<file path="config.mk">
export PLATFORM = sky130hd
export DESIGN_NAME = power_mode_reset_sequencer
export DESIGN_NICKNAME = d
export VERILOG_FILES = /design/src/include/pmr_pkg.sv /design/src/hw/power_mode_reset_sequencer.sv
export SDC_FILE = /design/constraint.sdc
export NUM_CORES = 1
export LEC_CHECK = 0
export BUFFER_PORTS_ARGS = -buffer_cell sky130_fd_sc_hd__buf_2
export CORE_ASPECT_RATIO = 0.5
export CORE_UTILIZATION = 48
export CTS_CLUSTER_SIZE = 24
export DETAILED_ROUTE_END_ITERATION = 8
export MAX_ROUTING_LAYER = met4
export PLACE_DENSITY = 0.84
export RECOVER_POWER = 50
export SLEW_MARGIN = 20
export SYNTH_ARGS = -nofsm -noshare
export SYNTH_HDL_FRONTEND = slang
export SYNTH_SLANG_ARGS = --single-unit
</file>
<file path="constraint.sdc">
create_clock -name clock -period 2.25 [get_ports clock]
set_input_delay 0.45 -clock clock [delete_from_list [all_inputs] [get_ports clock]]
set_output_delay 0.45 -clock clock [all_outputs]
set_load 0.05 [all_outputs]
</file>
<file path="src/include/pmr_pkg.sv">
package pmr_pkg;

  // ---------------------------------------------------------------
  // Register map
  // ---------------------------------------------------------------
  localparam logic [7:0] ADDR_SYNTH_CTRL  = 8'h00;
  localparam logic [7:0] ADDR_SYNTH_CFG   = 8'h04;
  localparam logic [7:0] ADDR_CLK_SEL     = 8'h08;
  localparam logic [7:0] ADDR_CPU_DIV     = 8'h0C;
  localparam logic [7:0] ADDR_USB_DIV     = 8'h10;
  localparam logic [7:0] ADDR_PWR_MODE    = 8'h14;
  localparam logic [7:0] ADDR_STATUS      = 8'h18;
  localparam logic [7:0] ADDR_PCLK_GATE   = 8'h1C;
  localparam logic [7:0] ADDR_PCLK_DIV    = 8'h20;

  // Field positions
  localparam int SYNTH_EN_BIT      = 0;
  localparam int SYNTH_CONNECT_BIT = 1;
  localparam int CFG_N_LSB         = 0;
  localparam int CFG_M_LSB         = 8;

  // Reset values
  localparam logic [31:0] RESET_ZERO      = 32'h0000_0000;
  localparam logic [31:0] PCLK_GATE_RESET = 32'h0000_FFFF;
  localparam logic [31:0] UNMAPPED_READ   = 32'h0000_0000;

  // ---------------------------------------------------------------
  // Timing
  // ---------------------------------------------------------------
  localparam int CLOCK_HZ           = 20_000_000;
  localparam int RC_START_US        = 60;
  localparam int RC_START_CYCLES    = (RC_START_US * (CLOCK_HZ / 1_000_000));
  localparam int SLEEP_RC_CYCLES    = 4;
  localparam int SLEEP_MAIN_CYCLES  = 4096;
  localparam int RESET_HOLD_CYCLES  = 4096;
  localparam int NUM_PERIPH         = 16;
  localparam int NUM_SOURCES        = 3;

  // ---------------------------------------------------------------
  // Types
  // ---------------------------------------------------------------
  typedef enum logic [1:0] {
    SRC_RC   = 2'h0,
    SRC_MAIN = 2'h1,
    SRC_RTC  = 2'h2
  } clk_src_t;

  typedef enum logic [2:0] {
    MODE_RUN   = 3'h0,
    MODE_IDLE  = 3'h1,
    MODE_SLEEP = 3'h2,
    MODE_PDOWN = 3'h3,
    MODE_DEEP  = 3'h4
  } pwr_mode_t;

  // Gray in declared order: reset, run, idle, low power, RC start, wake, deep
  typedef enum logic [2:0] {
    ST_RESET   = 3'b000,
    ST_RUN     = 3'b001,
    ST_IDLE    = 3'b011,
    ST_LOWPWR  = 3'b010,
    ST_RCSTART = 3'b110,
    ST_WAKE    = 3'b111,
    ST_DEEP    = 3'b101
  } seq_state_t;

  typedef struct packed {
    logic pin;
    logic watchdog;
    logic power_on;
    logic brownout_detector;
  } reset_src_t;

  typedef struct packed {
    logic external_int;
    logic clockless_int;
    logic rtc_alarm;
  } wake_src_t;

  typedef struct packed {
    logic [8:0]  n;
    logic [15:0] m;
  } synth_cfg_t;

endpackage

</file>
<file path="src/hw/power_mode_reset_sequencer.sv">
module power_mode_reset_sequencer (
  // Clock and reset
  input  wire logic                             clock,
  input  wire logic                             rst_n,
  // Avalon-MM slave
  input  wire logic [7:0]                       address,
  input  wire logic                             read,
  input  wire logic                             write,
  input  wire logic [31:0]                      writedata,
  input  wire logic [3:0]                       byteenable,
  output logic      [31:0]                      readdata,
  output logic                                  waitrequest,
  // Reset and wake sources
  input  wire pmr_pkg::reset_src_t              reset_src,
  input  wire pmr_pkg::wake_src_t               wake_src,
  input  wire logic                             irq_pending,
  // Oscillator status
  input  wire logic                             main_osc_running,
  input  wire logic                             synth_phase_lock,
  // Sequencer outputs
  output logic                                  chip_reset_n,
  output logic                                  cpu_run,
  output logic                                  internal_rc_oscillator_power,
  output logic                                  internal_rc_oscillator_gate,
  output logic                                  regulator_on,
  output logic                                  boot_start,
  output pmr_pkg::clk_src_t                     synth_reference_sel,
  output logic                                  synth_enable,
  output logic                                  synth_connected,
  output pmr_pkg::synth_cfg_t                   synth_cfg,
  output pmr_pkg::clk_src_t                     processor_clock_src,
  output logic [7:0]                            processor_clock_div,
  output logic [7:0]                            usb_clock_div,
  output logic [pmr_pkg::NUM_PERIPH-1:0]        periph_clk_gate,
  output logic [2*pmr_pkg::NUM_PERIPH-1:0]      periph_clk_div
);

  // ---------------------------------------------------------------
  // Declarations
  // ---------------------------------------------------------------
  pmr_pkg::seq_state_t state;
  pmr_pkg::clk_src_t   prior_src;
  pmr_pkg::pwr_mode_t  mode_req;
  logic [12:0]         timer;
  logic                any_reset;
  logic                wr_hit;
  logic                mode_go;
  logic                bus_done;
  logic                pend_src;
  pmr_pkg::clk_src_t   src_target;
  logic [1:0]          switch_cnt;

  // Address match against one register offset
  function automatic logic hit(input logic [7:0] a, input logic [7:0] off);
    hit = (a == off);
  endfunction

  // Clamp divide or multiply value into its legal range
  function automatic logic [15:0] clamp(input logic [15:0] v, input logic [15:0] hi);
    if (v == 16'h0000) begin
      clamp = 16'h0001;
    end else if (v > hi) begin
      clamp = hi;
    end else begin
      clamp = v;
    end
  endfunction

  // ---------------------------------------------------------------
  // Reset merge
  // ---------------------------------------------------------------
  assign any_reset = reset_src.pin | reset_src.watchdog | reset_src.power_on
                   | reset_src.brownout_detector;

  // ---------------------------------------------------------------
  // Bus slave
  // ---------------------------------------------------------------
  // One wait cycle, then answer
  always_ff @(posedge clock or negedge rst_n) begin
    if (!rst_n) begin
      bus_done <= 1'b0;
    end else if ((read || write) && !bus_done) begin
      bus_done <= 1'b1;
    end else begin
      bus_done <= 1'b0;
    end
  end

  assign wr_hit  = write && bus_done;
  assign mode_go = wr_hit && hit(address, pmr_pkg::ADDR_PWR_MODE) && byteenable[0];

  always_ff @(posedge clock or negedge rst_n) begin
    if (!rst_n) begin
      waitrequest <= 1'b1;
    end else begin
      waitrequest <= !((read || write) && !bus_done);
    end
  end

  // Read data mux
  always_ff @(posedge clock or negedge rst_n) begin
    if (!rst_n) begin
      readdata <= pmr_pkg::RESET_ZERO;
    end else if (read && !bus_done) begin
      if (hit(address, pmr_pkg::ADDR_SYNTH_CTRL)) begin
        readdata <= {30'h0000_0000, synth_connected, synth_enable};
      end else if (hit(address, pmr_pkg::ADDR_SYNTH_CFG)) begin
        readdata <= {synth_cfg.m, 7'h00, synth_cfg.n};
      end else if (hit(address, pmr_pkg::ADDR_CLK_SEL)) begin
        readdata <= {26'h000_0000, synth_reference_sel, 2'h0, processor_clock_src};
      end else if (hit(address, pmr_pkg::ADDR_CPU_DIV)) begin
        readdata <= {24'h00_0000, processor_clock_div};
      end else if (hit(address, pmr_pkg::ADDR_USB_DIV)) begin
        readdata <= {24'h00_0000, usb_clock_div};
      end else if (hit(address, pmr_pkg::ADDR_PWR_MODE)) begin
        readdata <= {29'h0000_0000, mode_req};
      end else if (hit(address, pmr_pkg::ADDR_STATUS)) begin
        readdata <= {24'h00_0000, switch_cnt != 2'h0, main_osc_running,
                     synth_phase_lock, 2'h0, state};
      end else if (hit(address, pmr_pkg::ADDR_PCLK_GATE)) begin
        readdata <= {16'h0000, periph_clk_gate};
      end else if (hit(address, pmr_pkg::ADDR_PCLK_DIV)) begin
        readdata <= periph_clk_div;
      end else begin
        readdata <= pmr_pkg::UNMAPPED_READ;
      end
    end
  end

  // ---------------------------------------------------------------
  // Synthesizer control
  // ---------------------------------------------------------------
  // Enable and connect; cleared by reset, Sleep and Power-down entry
  always_ff @(posedge clock or negedge rst_n) begin
    if (!rst_n) begin
      synth_enable    <= 1'b0;
      synth_connected <= 1'b0;
    end else if (any_reset || state == pmr_pkg::ST_RESET || state == pmr_pkg::ST_LOWPWR) begin
      synth_enable    <= 1'b0;
      synth_connected <= 1'b0;
    end else if (wr_hit && hit(address, pmr_pkg::ADDR_SYNTH_CTRL) && byteenable[0]) begin
      synth_enable    <= writedata[pmr_pkg::SYNTH_EN_BIT];
      // Connect only when enabled and locked
      synth_connected <= writedata[pmr_pkg::SYNTH_CONNECT_BIT] && synth_enable
                         && synth_phase_lock;
    end else if (!synth_enable || !synth_phase_lock) begin
      synth_connected <= 1'b0;
    end
  end

  // N stored 1..256, M stored 1..32768; feedback divides by M
  always_ff @(posedge clock or negedge rst_n) begin
    if (!rst_n) begin
      synth_cfg <= {9'h001, 16'h0001};
    end else if (wr_hit && hit(address, pmr_pkg::ADDR_SYNTH_CFG) && (&byteenable)) begin
      synth_cfg.n <= 9'(clamp({7'h00, writedata[8:0]}, 16'h0100));
      synth_cfg.m <= clamp(writedata[31:16], 16'h8000);
    end
  end

  // ---------------------------------------------------------------
  // Clock sources and dividers
  // ---------------------------------------------------------------
  // Source request; back to RC after reset or deep wake
  always_ff @(posedge clock or negedge rst_n) begin
    if (!rst_n) begin
      src_target          <= pmr_pkg::SRC_RC;
      synth_reference_sel <= pmr_pkg::SRC_RC;
    end else if (any_reset || state == pmr_pkg::ST_RESET) begin
      src_target          <= pmr_pkg::SRC_RC;
      synth_reference_sel <= pmr_pkg::SRC_RC;
    end else if (wr_hit && hit(address, pmr_pkg::ADDR_CLK_SEL) && byteenable[0]) begin
      src_target          <= pmr_pkg::clk_src_t'(writedata[1:0]);
      synth_reference_sel <= pmr_pkg::clk_src_t'(writedata[5:4]);
    end
  end

  // Break-before-make switch: gate off, wait, change, reopen
  always_ff @(posedge clock or negedge rst_n) begin
    if (!rst_n) begin
      processor_clock_src <= pmr_pkg::SRC_RC;
      switch_cnt          <= 2'h0;
    end else if (switch_cnt != 2'h0) begin
      switch_cnt <= switch_cnt - 2'h1;
      if (switch_cnt == 2'h2) begin
        processor_clock_src <= src_target;
      end
    end else if (src_target != processor_clock_src) begin
      switch_cnt <= 2'h3;
    end
  end

  assign pend_src = (switch_cnt != 2'h0);

  // Processor and USB dividers, cleared on Sleep entry
  always_ff @(posedge clock or negedge rst_n) begin
    if (!rst_n) begin
      processor_clock_div <= 8'h00;
      usb_clock_div       <= 8'h00;
    end else if (state == pmr_pkg::ST_LOWPWR || state == pmr_pkg::ST_RESET) begin
      processor_clock_div <= 8'h00;
      usb_clock_div       <= 8'h00;
    end else if (wr_hit && hit(address, pmr_pkg::ADDR_CPU_DIV) && byteenable[0]) begin
      processor_clock_div <= writedata[7:0];
    end else if (wr_hit && hit(address, pmr_pkg::ADDR_USB_DIV) && byteenable[0]) begin
      usb_clock_div <= writedata[7:0];
    end
  end

  // Per-peripheral gates and two-bit dividers
  always_ff @(posedge clock or negedge rst_n) begin
    if (!rst_n) begin
      periph_clk_gate <= pmr_pkg::PCLK_GATE_RESET[15:0];
      periph_clk_div  <= pmr_pkg::RESET_ZERO;
    end else if (state == pmr_pkg::ST_RESET) begin
      periph_clk_gate <= pmr_pkg::PCLK_GATE_RESET[15:0];
      periph_clk_div  <= pmr_pkg::RESET_ZERO;
    end else if (wr_hit && hit(address, pmr_pkg::ADDR_PCLK_GATE) && (&byteenable[1:0])) begin
      periph_clk_gate <= writedata[15:0];
    end else if (wr_hit && hit(address, pmr_pkg::ADDR_PCLK_DIV) && (&byteenable)) begin
      periph_clk_div <= writedata;
    end
  end

  // ---------------------------------------------------------------
  // Power sequencer
  // ---------------------------------------------------------------
  always_ff @(posedge clock or negedge rst_n) begin
    if (!rst_n) begin
      state     <= pmr_pkg::ST_RESET;
      timer     <= 13'h0000;
      mode_req  <= pmr_pkg::MODE_RUN;
      prior_src <= pmr_pkg::SRC_RC;
    end else if (any_reset) begin
      state <= pmr_pkg::ST_RESET;
      timer <= 13'h0000;
      mode_req <= pmr_pkg::MODE_RUN;
    end else begin
      case (state)
        pmr_pkg::ST_RESET: begin
          // Hold until oscillator runs and fixed count elapses
          if (!main_osc_running) begin
            timer <= 13'h0000;
          end else if (timer == 13'(pmr_pkg::RESET_HOLD_CYCLES - 1)) begin
            state <= pmr_pkg::ST_RUN;
            timer <= 13'h0000;
          end else begin
            timer <= timer + 13'h0001;
          end
        end
        pmr_pkg::ST_RUN: begin
          if (mode_go && !pend_src) begin
            mode_req  <= pmr_pkg::pwr_mode_t'(writedata[2:0]);
            prior_src <= processor_clock_src;
            if (writedata[2:0] == pmr_pkg::MODE_IDLE) begin
              state <= pmr_pkg::ST_IDLE;
            end else if (writedata[2:0] == pmr_pkg::MODE_DEEP) begin
              state <= pmr_pkg::ST_DEEP;
            end else if (writedata[2:0] == pmr_pkg::MODE_SLEEP
                         || writedata[2:0] == pmr_pkg::MODE_PDOWN) begin
              state <= pmr_pkg::ST_LOWPWR;
            end
          end
        end
        pmr_pkg::ST_IDLE: begin
          if (irq_pending) begin
            state    <= pmr_pkg::ST_RUN;
            mode_req <= pmr_pkg::MODE_RUN;
          end
        end
        pmr_pkg::ST_LOWPWR: begin
          // Only clockless interrupts, RTC or external wake
          if (wake_src.clockless_int || wake_src.rtc_alarm || wake_src.external_int) begin
            timer <= 13'h0000;
            if (mode_req == pmr_pkg::MODE_PDOWN && prior_src == pmr_pkg::SRC_RC) begin
              state <= pmr_pkg::ST_RCSTART;
            end else begin
              state <= pmr_pkg::ST_WAKE;
            end
          end
        end
        pmr_pkg::ST_RCSTART: begin
          if (timer == 13'(pmr_pkg::RC_START_CYCLES - 1)) begin
            state <= pmr_pkg::ST_WAKE;
            timer <= 13'h0000;
          end else begin
            timer <= timer + 13'h0001;
          end
        end
        pmr_pkg::ST_WAKE: begin
          // RC: 4 cycles; main oscillator: 4096 once it runs
          if (prior_src == pmr_pkg::SRC_RC && timer == 13'(pmr_pkg::SLEEP_RC_CYCLES - 1)) begin
            state    <= pmr_pkg::ST_RUN;
            mode_req <= pmr_pkg::MODE_RUN;
          end else if (prior_src != pmr_pkg::SRC_RC && !main_osc_running) begin
            timer <= 13'h0000;
          end else if (prior_src != pmr_pkg::SRC_RC
                       && timer == 13'(pmr_pkg::SLEEP_MAIN_CYCLES - 1)) begin
            state    <= pmr_pkg::ST_RUN;
            mode_req <= pmr_pkg::MODE_RUN;
          end else begin
            timer <= timer + 13'h0001;
          end
        end
        pmr_pkg::ST_DEEP: begin
          // Wake restarts through full reset sequence
          if (wake_src.rtc_alarm) begin
            state <= pmr_pkg::ST_RESET;
            timer <= 13'h0000;
            mode_req <= pmr_pkg::MODE_RUN;
          end
        end
        default: begin
          state <= pmr_pkg::ST_RESET;
        end
      endcase
    end
  end

  // ---------------------------------------------------------------
  // Registered outputs
  // ---------------------------------------------------------------
  always_ff @(posedge clock or negedge rst_n) begin
    if (!rst_n) begin
      chip_reset_n                 <= 1'b0;
      cpu_run                      <= 1'b0;
      internal_rc_oscillator_power <= 1'b1;
      internal_rc_oscillator_gate  <= 1'b1;
      regulator_on                 <= 1'b1;
      boot_start                   <= 1'b0;
    end else begin
      chip_reset_n <= !any_reset && state != pmr_pkg::ST_RESET;
      cpu_run      <= state == pmr_pkg::ST_RUN && !any_reset && !pend_src;
      internal_rc_oscillator_gate  <= !(state == pmr_pkg::ST_LOWPWR
                                      || state == pmr_pkg::ST_DEEP);
      internal_rc_oscillator_power <= !((state == pmr_pkg::ST_LOWPWR
                                       && mode_req == pmr_pkg::MODE_PDOWN)
                                      || state == pmr_pkg::ST_DEEP);
      regulator_on <= state != pmr_pkg::ST_DEEP;
      // Pulse in the cycle that internal reset lets go
      boot_start   <= !any_reset && state != pmr_pkg::ST_RESET && !chip_reset_n;
    end
  end

endmodule

</file>
After elaboration in Yosys (flattened, before gate mapping)
Cells that the tools add are included.
Cells by class
  bitwise gates (word level): 4
  order comparisons: 2
  eq/ne operators: 39
  multiplexer cells: 68
  $add $sub $neg: 2
  reduce and logical (&&, ||, !) cells: 78
Operators with widths (number)
  2-to-1 mux 32 bit: 12
  2-to-1 mux 13 bit: 9
  one-hot mux 13 bit (5 select lines): 1
  2-to-1 mux 16 bit: 4
  2-to-1 mux 3 bit: 20
  2-to-1 mux 8 bit: 5
  == test 8 x 5 -> 1 bit, second input constant: 4
  logical AND 1 bit: 31
  != test 3 bit, second input constant: 7
  one-hot mux 3 bit (7 select lines): 1
  2-to-1 mux 9 bit: 2
  nonzero test 2 bit: 9
  == test 8 x 4 -> 1 bit, second input constant: 2
  greater-than comparator 16 bit, second input constant: 1
  zero test 16 bit: 1
  == test 3 x 2 -> 1 bit, second input constant: 5
  adder 13 x 1 -> 13 bit, second input constant: 1
  == test 13 x 11 -> 1 bit, second input constant: 1
  == test 13 x 12 -> 1 bit, second input constant: 1
  == test 13 x 2 -> 1 bit, second input constant: 1
  == test 3 bit, second input constant: 4
  2-to-1 mux 2 bit: 6
  != test 4 bit, second input constant: 3
  one-hot mux 3 bit (4 select lines): 1
  28 further kinds: 61
Word-level totals
  output and inout bits: 134
  flip-flop bits (word level): 160
  input bits: 58
  logic and storage cells: 218

Longest topological paths before layout
  depth in word-level cells: 10
  depth in mapped cells: 9

Least setup slack after synthesis
No wires, ideal clock.
  kind: input port to flip-flop
  start point: in reset_src[2] (netlist name)
  end point: reg state[2]
  library setup time: 0.139 ns
  setup slack: 0.071 ns
  cell stages on the path: 7
  data arrival time: 2.041 ns
  required time: 2.111 ns
  path buffers: 1
  cells stage by stage: or4_1 > buf_6 > nor2_4 > and3b_1 > or2_2 > nor4_1 > or4b_1
Between the ends
  cells in the longest elaborated chain, start to end: 5
  elaborated cells between the ends (all ways): 15
  those cells by class: 10 x eq/ne; 1 x mux; 3 x bitwise; 1 x reduce/logical
RTL lines
  start: declaration: line power_mode_reset_sequencer.sv:14  | input wire pmr_pkg::reset_src_t reset_src,
  OR 1 bit * (2 in a row): line power_mode_reset_sequencer.sv:72  | assign any_reset = reset_src.pin | reset_src.watchdog | reset_src.power_on
  OR 1 bit *: line power_mode_reset_sequencer.sv:73  | | reset_src.brownout_detector;
  != test 5 bit (no source line), or another cell as far along
  AND reduction 10 bit (no source line)
  end signal: assignment: line power_mode_reset_sequencer.sv:230  | state <= pmr_pkg::ST_RESET;
  end signal: assignment: line power_mode_reset_sequencer.sv:235  | state <= pmr_pkg::ST_RESET;
  end signal: assignment: line power_mode_reset_sequencer.sv:245  | state <= pmr_pkg::ST_RUN;
  end: declaration: line power_mode_reset_sequencer.sv:41  | pmr_pkg::seq_state_t state;
Mark *: on every way between the ends. The rest lies on a longest branch, timed or not.
A chain may end at the register's enable or synchronous reset.

Worst setup path in the final report
  start point: reg timer[0]
  end point: reg timer[0]
Between the ends
  cells in the longest elaborated chain, start to end: 6
  elaborated cells between the ends (all ways): 17
  those cells by class: 1 x add/sub; 5 x eq/ne; 8 x mux; 3 x reduce/logical
RTL lines
  start: declaration: line power_mode_reset_sequencer.sv:44  | logic [12:0] timer;
  start signal: assignment: line power_mode_reset_sequencer.sv:248  | timer <= timer + 13'h0001;
  start signal: assignment: line power_mode_reset_sequencer.sv:287  | timer <= timer + 13'h0001;
  start signal: assignment: line power_mode_reset_sequencer.sv:302  | timer <= timer + 13'h0001;
  adder 13 x 1 -> 13 bit: line power_mode_reset_sequencer.sv:248, power_mode_reset_sequencer.sv:287, power_mode_reset_sequencer.sv:302
  2-to-1 mux 13 bit: line power_mode_reset_sequencer.sv:297  | end else if (prior_src != pmr_pkg::SRC_RC
  2-to-1 mux 13 bit: line power_mode_reset_sequencer.sv:295  | end else if (prior_src != pmr_pkg::SRC_RC && !main_osc_running) begin
  2-to-1 mux 13 bit: line power_mode_reset_sequencer.sv:292  | if (prior_src == pmr_pkg::SRC_RC && timer == 13'(pmr_pkg::SLEEP_RC_CYCLES - 1)) begin
  one-hot mux 13 bit (5 select lines): line power_mode_reset_sequencer.sv:239  | case (state)
  2-to-1 mux 13 bit: line power_mode_reset_sequencer.sv:234  | end else if (any_reset) begin
Parallel ways exist; a longest one is shown, timed or not. The select of a mux whose other input is x is not followed.

==> flow_summary.toml <==
[run_status]
run_status = "finished, violations left"
violations = "negative setup slack"

[power_and_ir_drop]
power.ir.vdd_worst_uv = 593
power.static_leakage_nw = 4.82
power_density_nw_per_um2 = 644

[clocking]
cts.reportedPaths.clkPinSlew_ps = 70
clock-sinks = 160
clkLatencyLatePin_ps = 420
cts-root-buf = "sky130_fd_sc_hd__clkbuf_16"
cts_inserted_buffers = 17
cts_tree = "built"
clock_tree_buf_depth = 2
cts-htree-levels = 4

[routing]
vias = 7073
avgRoutedWirePerCell_um = 20.4
drt_pass_1_iters = 8
detailedRoute.firstIterationViolations = 623
drt-total-wl_mm = 23.4
route.detailed.drc = 0
drtAntennaViolNets = 0
avgViaCountPerCell = 6.18

[sta]
rsz0062_at_grt = "yes"
fin_worst_skew_ps = 15.3
max_slew_margin_pct = 7.66
min_period_over_period_pct = 103
finalWorstSetupSlack_ps = -61.6
timing.fmax_mhz = 433
finalMaxSlewViolations = 0
tightest_slew_ps = 1390
hold_viol = 0
time_the_final_worst_path_needs_with_i_o_delays_and_setup_ps = 2310
timing.final.setup_violations = 15

[cells_and_area]
area_growth_pct = 30.9
final_core_utilization_pct = 66.0
diodes = 0
finalNetCount = 996
design_area_sq_um = 9810
post_route_cells_drive_above_1_share_pct = 38.6

[synth]
synthDominantCellAreaShare_pct = 46.1
synthFlopType = "sky130_fd_sc_hd__dfrtp_1"
yosysWarningCount = 0
post_synth_edffs = 0
yosysTopAreaCell = "sky130_fd_sc_hd__dfrtp_1"
synth.area.top_cells = "sky130_fd_sc_hd__dfrtp_1 46%, sky130_fd_sc_hd__a22o_1 9.9%, sky130_fd_sc_hd__dfstp_2 7.7%"
mappedNetlistNets = 760
synth-seq-cells = 160
synth.cell_area_sq_um = 7490
synthArstFlopShare_pct = 100
synth_seq_area_share_pct = 53.8
synth.avg_cell_area_sq_um = 10.7
post_synthesis_cell_type_count = 77
netlist_instances = 698

[global_routing]
use_met3_pct = 6.40
grt.overflow.total = 0
grtUsageMet1_pct = 35.8
grt_usage_pct = 29.6
grt.busiest_layer = "met2"
grt_use_met2_pct = 49.0
first_global_vias = 6762
grt_antenna_before_repair = 0
global_route_wire_length_before_repair_mm = 35.6
grt_start_max_net_pins = 51

[floorplan]
row_count = 31
chipWidth_um = 179
dieHeight_um = 90.4
boundary_pin_count = 192
core_area_sq_um = 14900
die_area_sq_um = 16100
initial_utilization_pct = 50.4

[placed_design]
post-place-ws_ps = -169
placed_cell_area_sq_um = 8980
gp_congestion = 0.958
buffer_ports.inserted = 191
hpwl_mm = 16.4

[worst_setup_path]
crit_path_top_delay_cell = "sky130_fd_sc_hd__or4_4"
critical-path-top-delay-family = "simple AND/OR/NAND/NOR gates"
crit_arrival_ps = 2610
setup.worst_path.class = "reg -> reg"
cp-start-kind = "register"
critical_path.max_fanout = 7
worst-path-buf-inv = 0
cp-end-kind = "register"
critical-path-max-stage-delay_ps = 590
worst_ep_required_time_ps = 2550
worstPathCellList = "ha_2 -> nand4_1 -> or4_4 -> o31ai_4 -> a21o_4 -> nor2_4 -> mux2_2"

[flow_run]
max-cap-violations = 0

[hold_path]
hold_path_class = "in -> reg"
## layout by cell type, fill, tap and decap left out, types with 6 or more instances in the layout
master,n
sky130_fd_sc_hd__o21ai_0,43
sky130_fd_sc_hd__dfstp_2,22
sky130_fd_sc_hd__dfrtp_1,137
sky130_fd_sc_hd__buf_4,64
sky130_fd_sc_hd__and2_1,6
sky130_fd_sc_hd__a22o_1,85
sky130_fd_sc_hd__nor2_1,36
sky130_fd_sc_hd__nand3_1,17
sky130_fd_sc_hd__mux2_2,8
sky130_fd_sc_hd__nand2b_1,12
sky130_fd_sc_hd__a22oi_1,19
sky130_fd_sc_hd__a21oi_1,21
sky130_fd_sc_hd__clkbuf_16,17
sky130_fd_sc_hd__and3_1,7
sky130_fd_sc_hd__nand2_1,68
sky130_fd_sc_hd__inv_1,12
sky130_fd_sc_hd__o22a_1,16
sky130_fd_sc_hd__buf_2,190
sky130_fd_sc_hd__nor3_1,13
sky130_fd_sc_hd__mux2i_1,9
sky130_fd_sc_hd__nor4_1,8
## layout make-up
class / count / area (sq um)
flip-flops and latches: 160 / 4030
fillers: 1156 / 5050
repair buffers: 261 / 1530
inverters: 12 / 45.0
clock inverters: 13 / 151
multi-input cells: 482 / 3370
clock buffers: 19 / 433
well taps: 198 / 248
## metrics by stage
step | setup TNS (ps) | power (mW) | instances | hold slack [ps]
CTS | 0 | 6.37 | 1138 | 245
detailed placement | -2740 | 3.47 | 1101 | 415
global placement | -1060 | 3.45 | 1101 | 411
floorplan | 0 | 3.20 | 698 | 154
finish | -349 | 6.32 | 1145 | 260
global route | -1570 | 6.55 | 1145 | 240
## where the power goes
| part | switching, mW | total (mW) | leakage (nW) | internal (mW) |
|---|---|---|---|---|
| logic | 0.323 | 0.503 | 2.39 | 0.180 |
| registers | 0.0138 | 2.92 | 2.15 | 2.91 |
| clock network | 1.23 | 2.89 | 0.277 | 1.66 |
## state kept, by name (all words and copies together) (netlist names), 2 cells and up
signal / cells
prior_src: 2
mode_req: 3
src_target: 2
readdata: 32
state: 3
timer: 13
switch_cnt: 2
processor_clock_div: 8
usb_clock_div: 8
periph_clk_gate: 16
periph_clk_div: 32
synth_cfg: 25
processor_clock_src: 2
synth_reference_sel: 2
## layer usage
| layer | wire length, um | vias up |
|---|---|---|
| met3 | 2030 | 71 |
| met1 | 9060 | 3483 |
| met5 | 0 | - |
| met2 | 11600 | 407 |
| li1 | - | 3112 |
| met4 | 684 | 0 |
## logic make-up after synthesis
group	Yosys count	share of synthesized area (%)
compound gates	236	23.6
xor+xnor	4	0.468
fa+ha+maj	4	0.668
buf+inv	59	3.57
flops	160	53.8
mux	17	2.40
simple gates	218	15.5
## worst paths after layout
kind,start,endpoint,slack (ps),cells past startpoint
worst max-delay path,timer[0]$_DFFE_PN0P_,timer[0]$_DFFE_PN0P_,-60,7
worst min-delay path,writedata[12],periph_clk_gate[12]$_DFFE_PN1P_,260,2
worst max register to register,timer[0]$_DFFE_PN0P_,timer[0]$_DFFE_PN0P_,-60,7
worst min register to register,chip_reset_n$_DFF_PN0_,boot_start$_DFF_PN0_,430,1
max in group asynchronous,rst_n,periph_clk_gate[13]$_DFFE_PN1P_,350,3
min in group asynchronous,rst_n,timer[0]$_DFFE_PN0P_,890,2
## worst reg2reg max path, cell delays in order, from the launching register on
cell and delay (ps):
sky130_fd_sc_hd__dfrtp_1 400, sky130_fd_sc_hd__ha_2 200, sky130_fd_sc_hd__nand4_1 180, sky130_fd_sc_hd__or4_4 590, sky130_fd_sc_hd__o31ai_4 290, sky130_fd_sc_hd__a21o_4 210, sky130_fd_sc_hd__nor2_4 70, sky130_fd_sc_hd__mux2_2 260
## synth_stat cells (3+ instances only)
library cell	number
sky130_fd_sc_hd__nor3b_1	3
sky130_fd_sc_hd__o21ai_0	49
sky130_fd_sc_hd__a221oi_1	4
sky130_fd_sc_hd__and2_1	6
sky130_fd_sc_hd__a22o_1	85
sky130_fd_sc_hd__a211oi_1	3
sky130_fd_sc_hd__ha_1	4
sky130_fd_sc_hd__xnor2_1	3
sky130_fd_sc_hd__nor4_1	12
sky130_fd_sc_hd__or2_2	3
sky130_fd_sc_hd__nand4_1	5
sky130_fd_sc_hd__a21oi_1	22
sky130_fd_sc_hd__nor2b_1	3
sky130_fd_sc_hd__nand2_1	68
sky130_fd_sc_hd__nand3_1	19
sky130_fd_sc_hd__clkbuf_1	27
sky130_fd_sc_hd__and3_1	7
sky130_fd_sc_hd__nand2b_1	12
sky130_fd_sc_hd__nor2_1	37
sky130_fd_sc_hd__o22a_1	16
sky130_fd_sc_hd__inv_1	12
sky130_fd_sc_hd__nor3_1	13
sky130_fd_sc_hd__dfrtp_1	138
sky130_fd_sc_hd__mux2_2	8
sky130_fd_sc_hd__and2b_1	3
sky130_fd_sc_hd__a221o_1	3
sky130_fd_sc_hd__dfstp_2	22
sky130_fd_sc_hd__a21o_1	3
sky130_fd_sc_hd__buf_2	13
sky130_fd_sc_hd__o211ai_1	4
sky130_fd_sc_hd__mux2i_1	9
sky130_fd_sc_hd__nor4b_1	3
sky130_fd_sc_hd__a22oi_1	19
sky130_fd_sc_hd__a31oi_1	3
## what timing repair did
item                                    4_1_cts  5_1_grt
hold buffers                                  1        0
cloned                                        1        2
endpoints found under the setup margin       19       18
resized for setup                             8       29
buffers inserted                              3        6
pin swaps                                     8       16
hold endpoints to repair                     33        0
No activity file was read; power rests on OpenSTA's default activity.
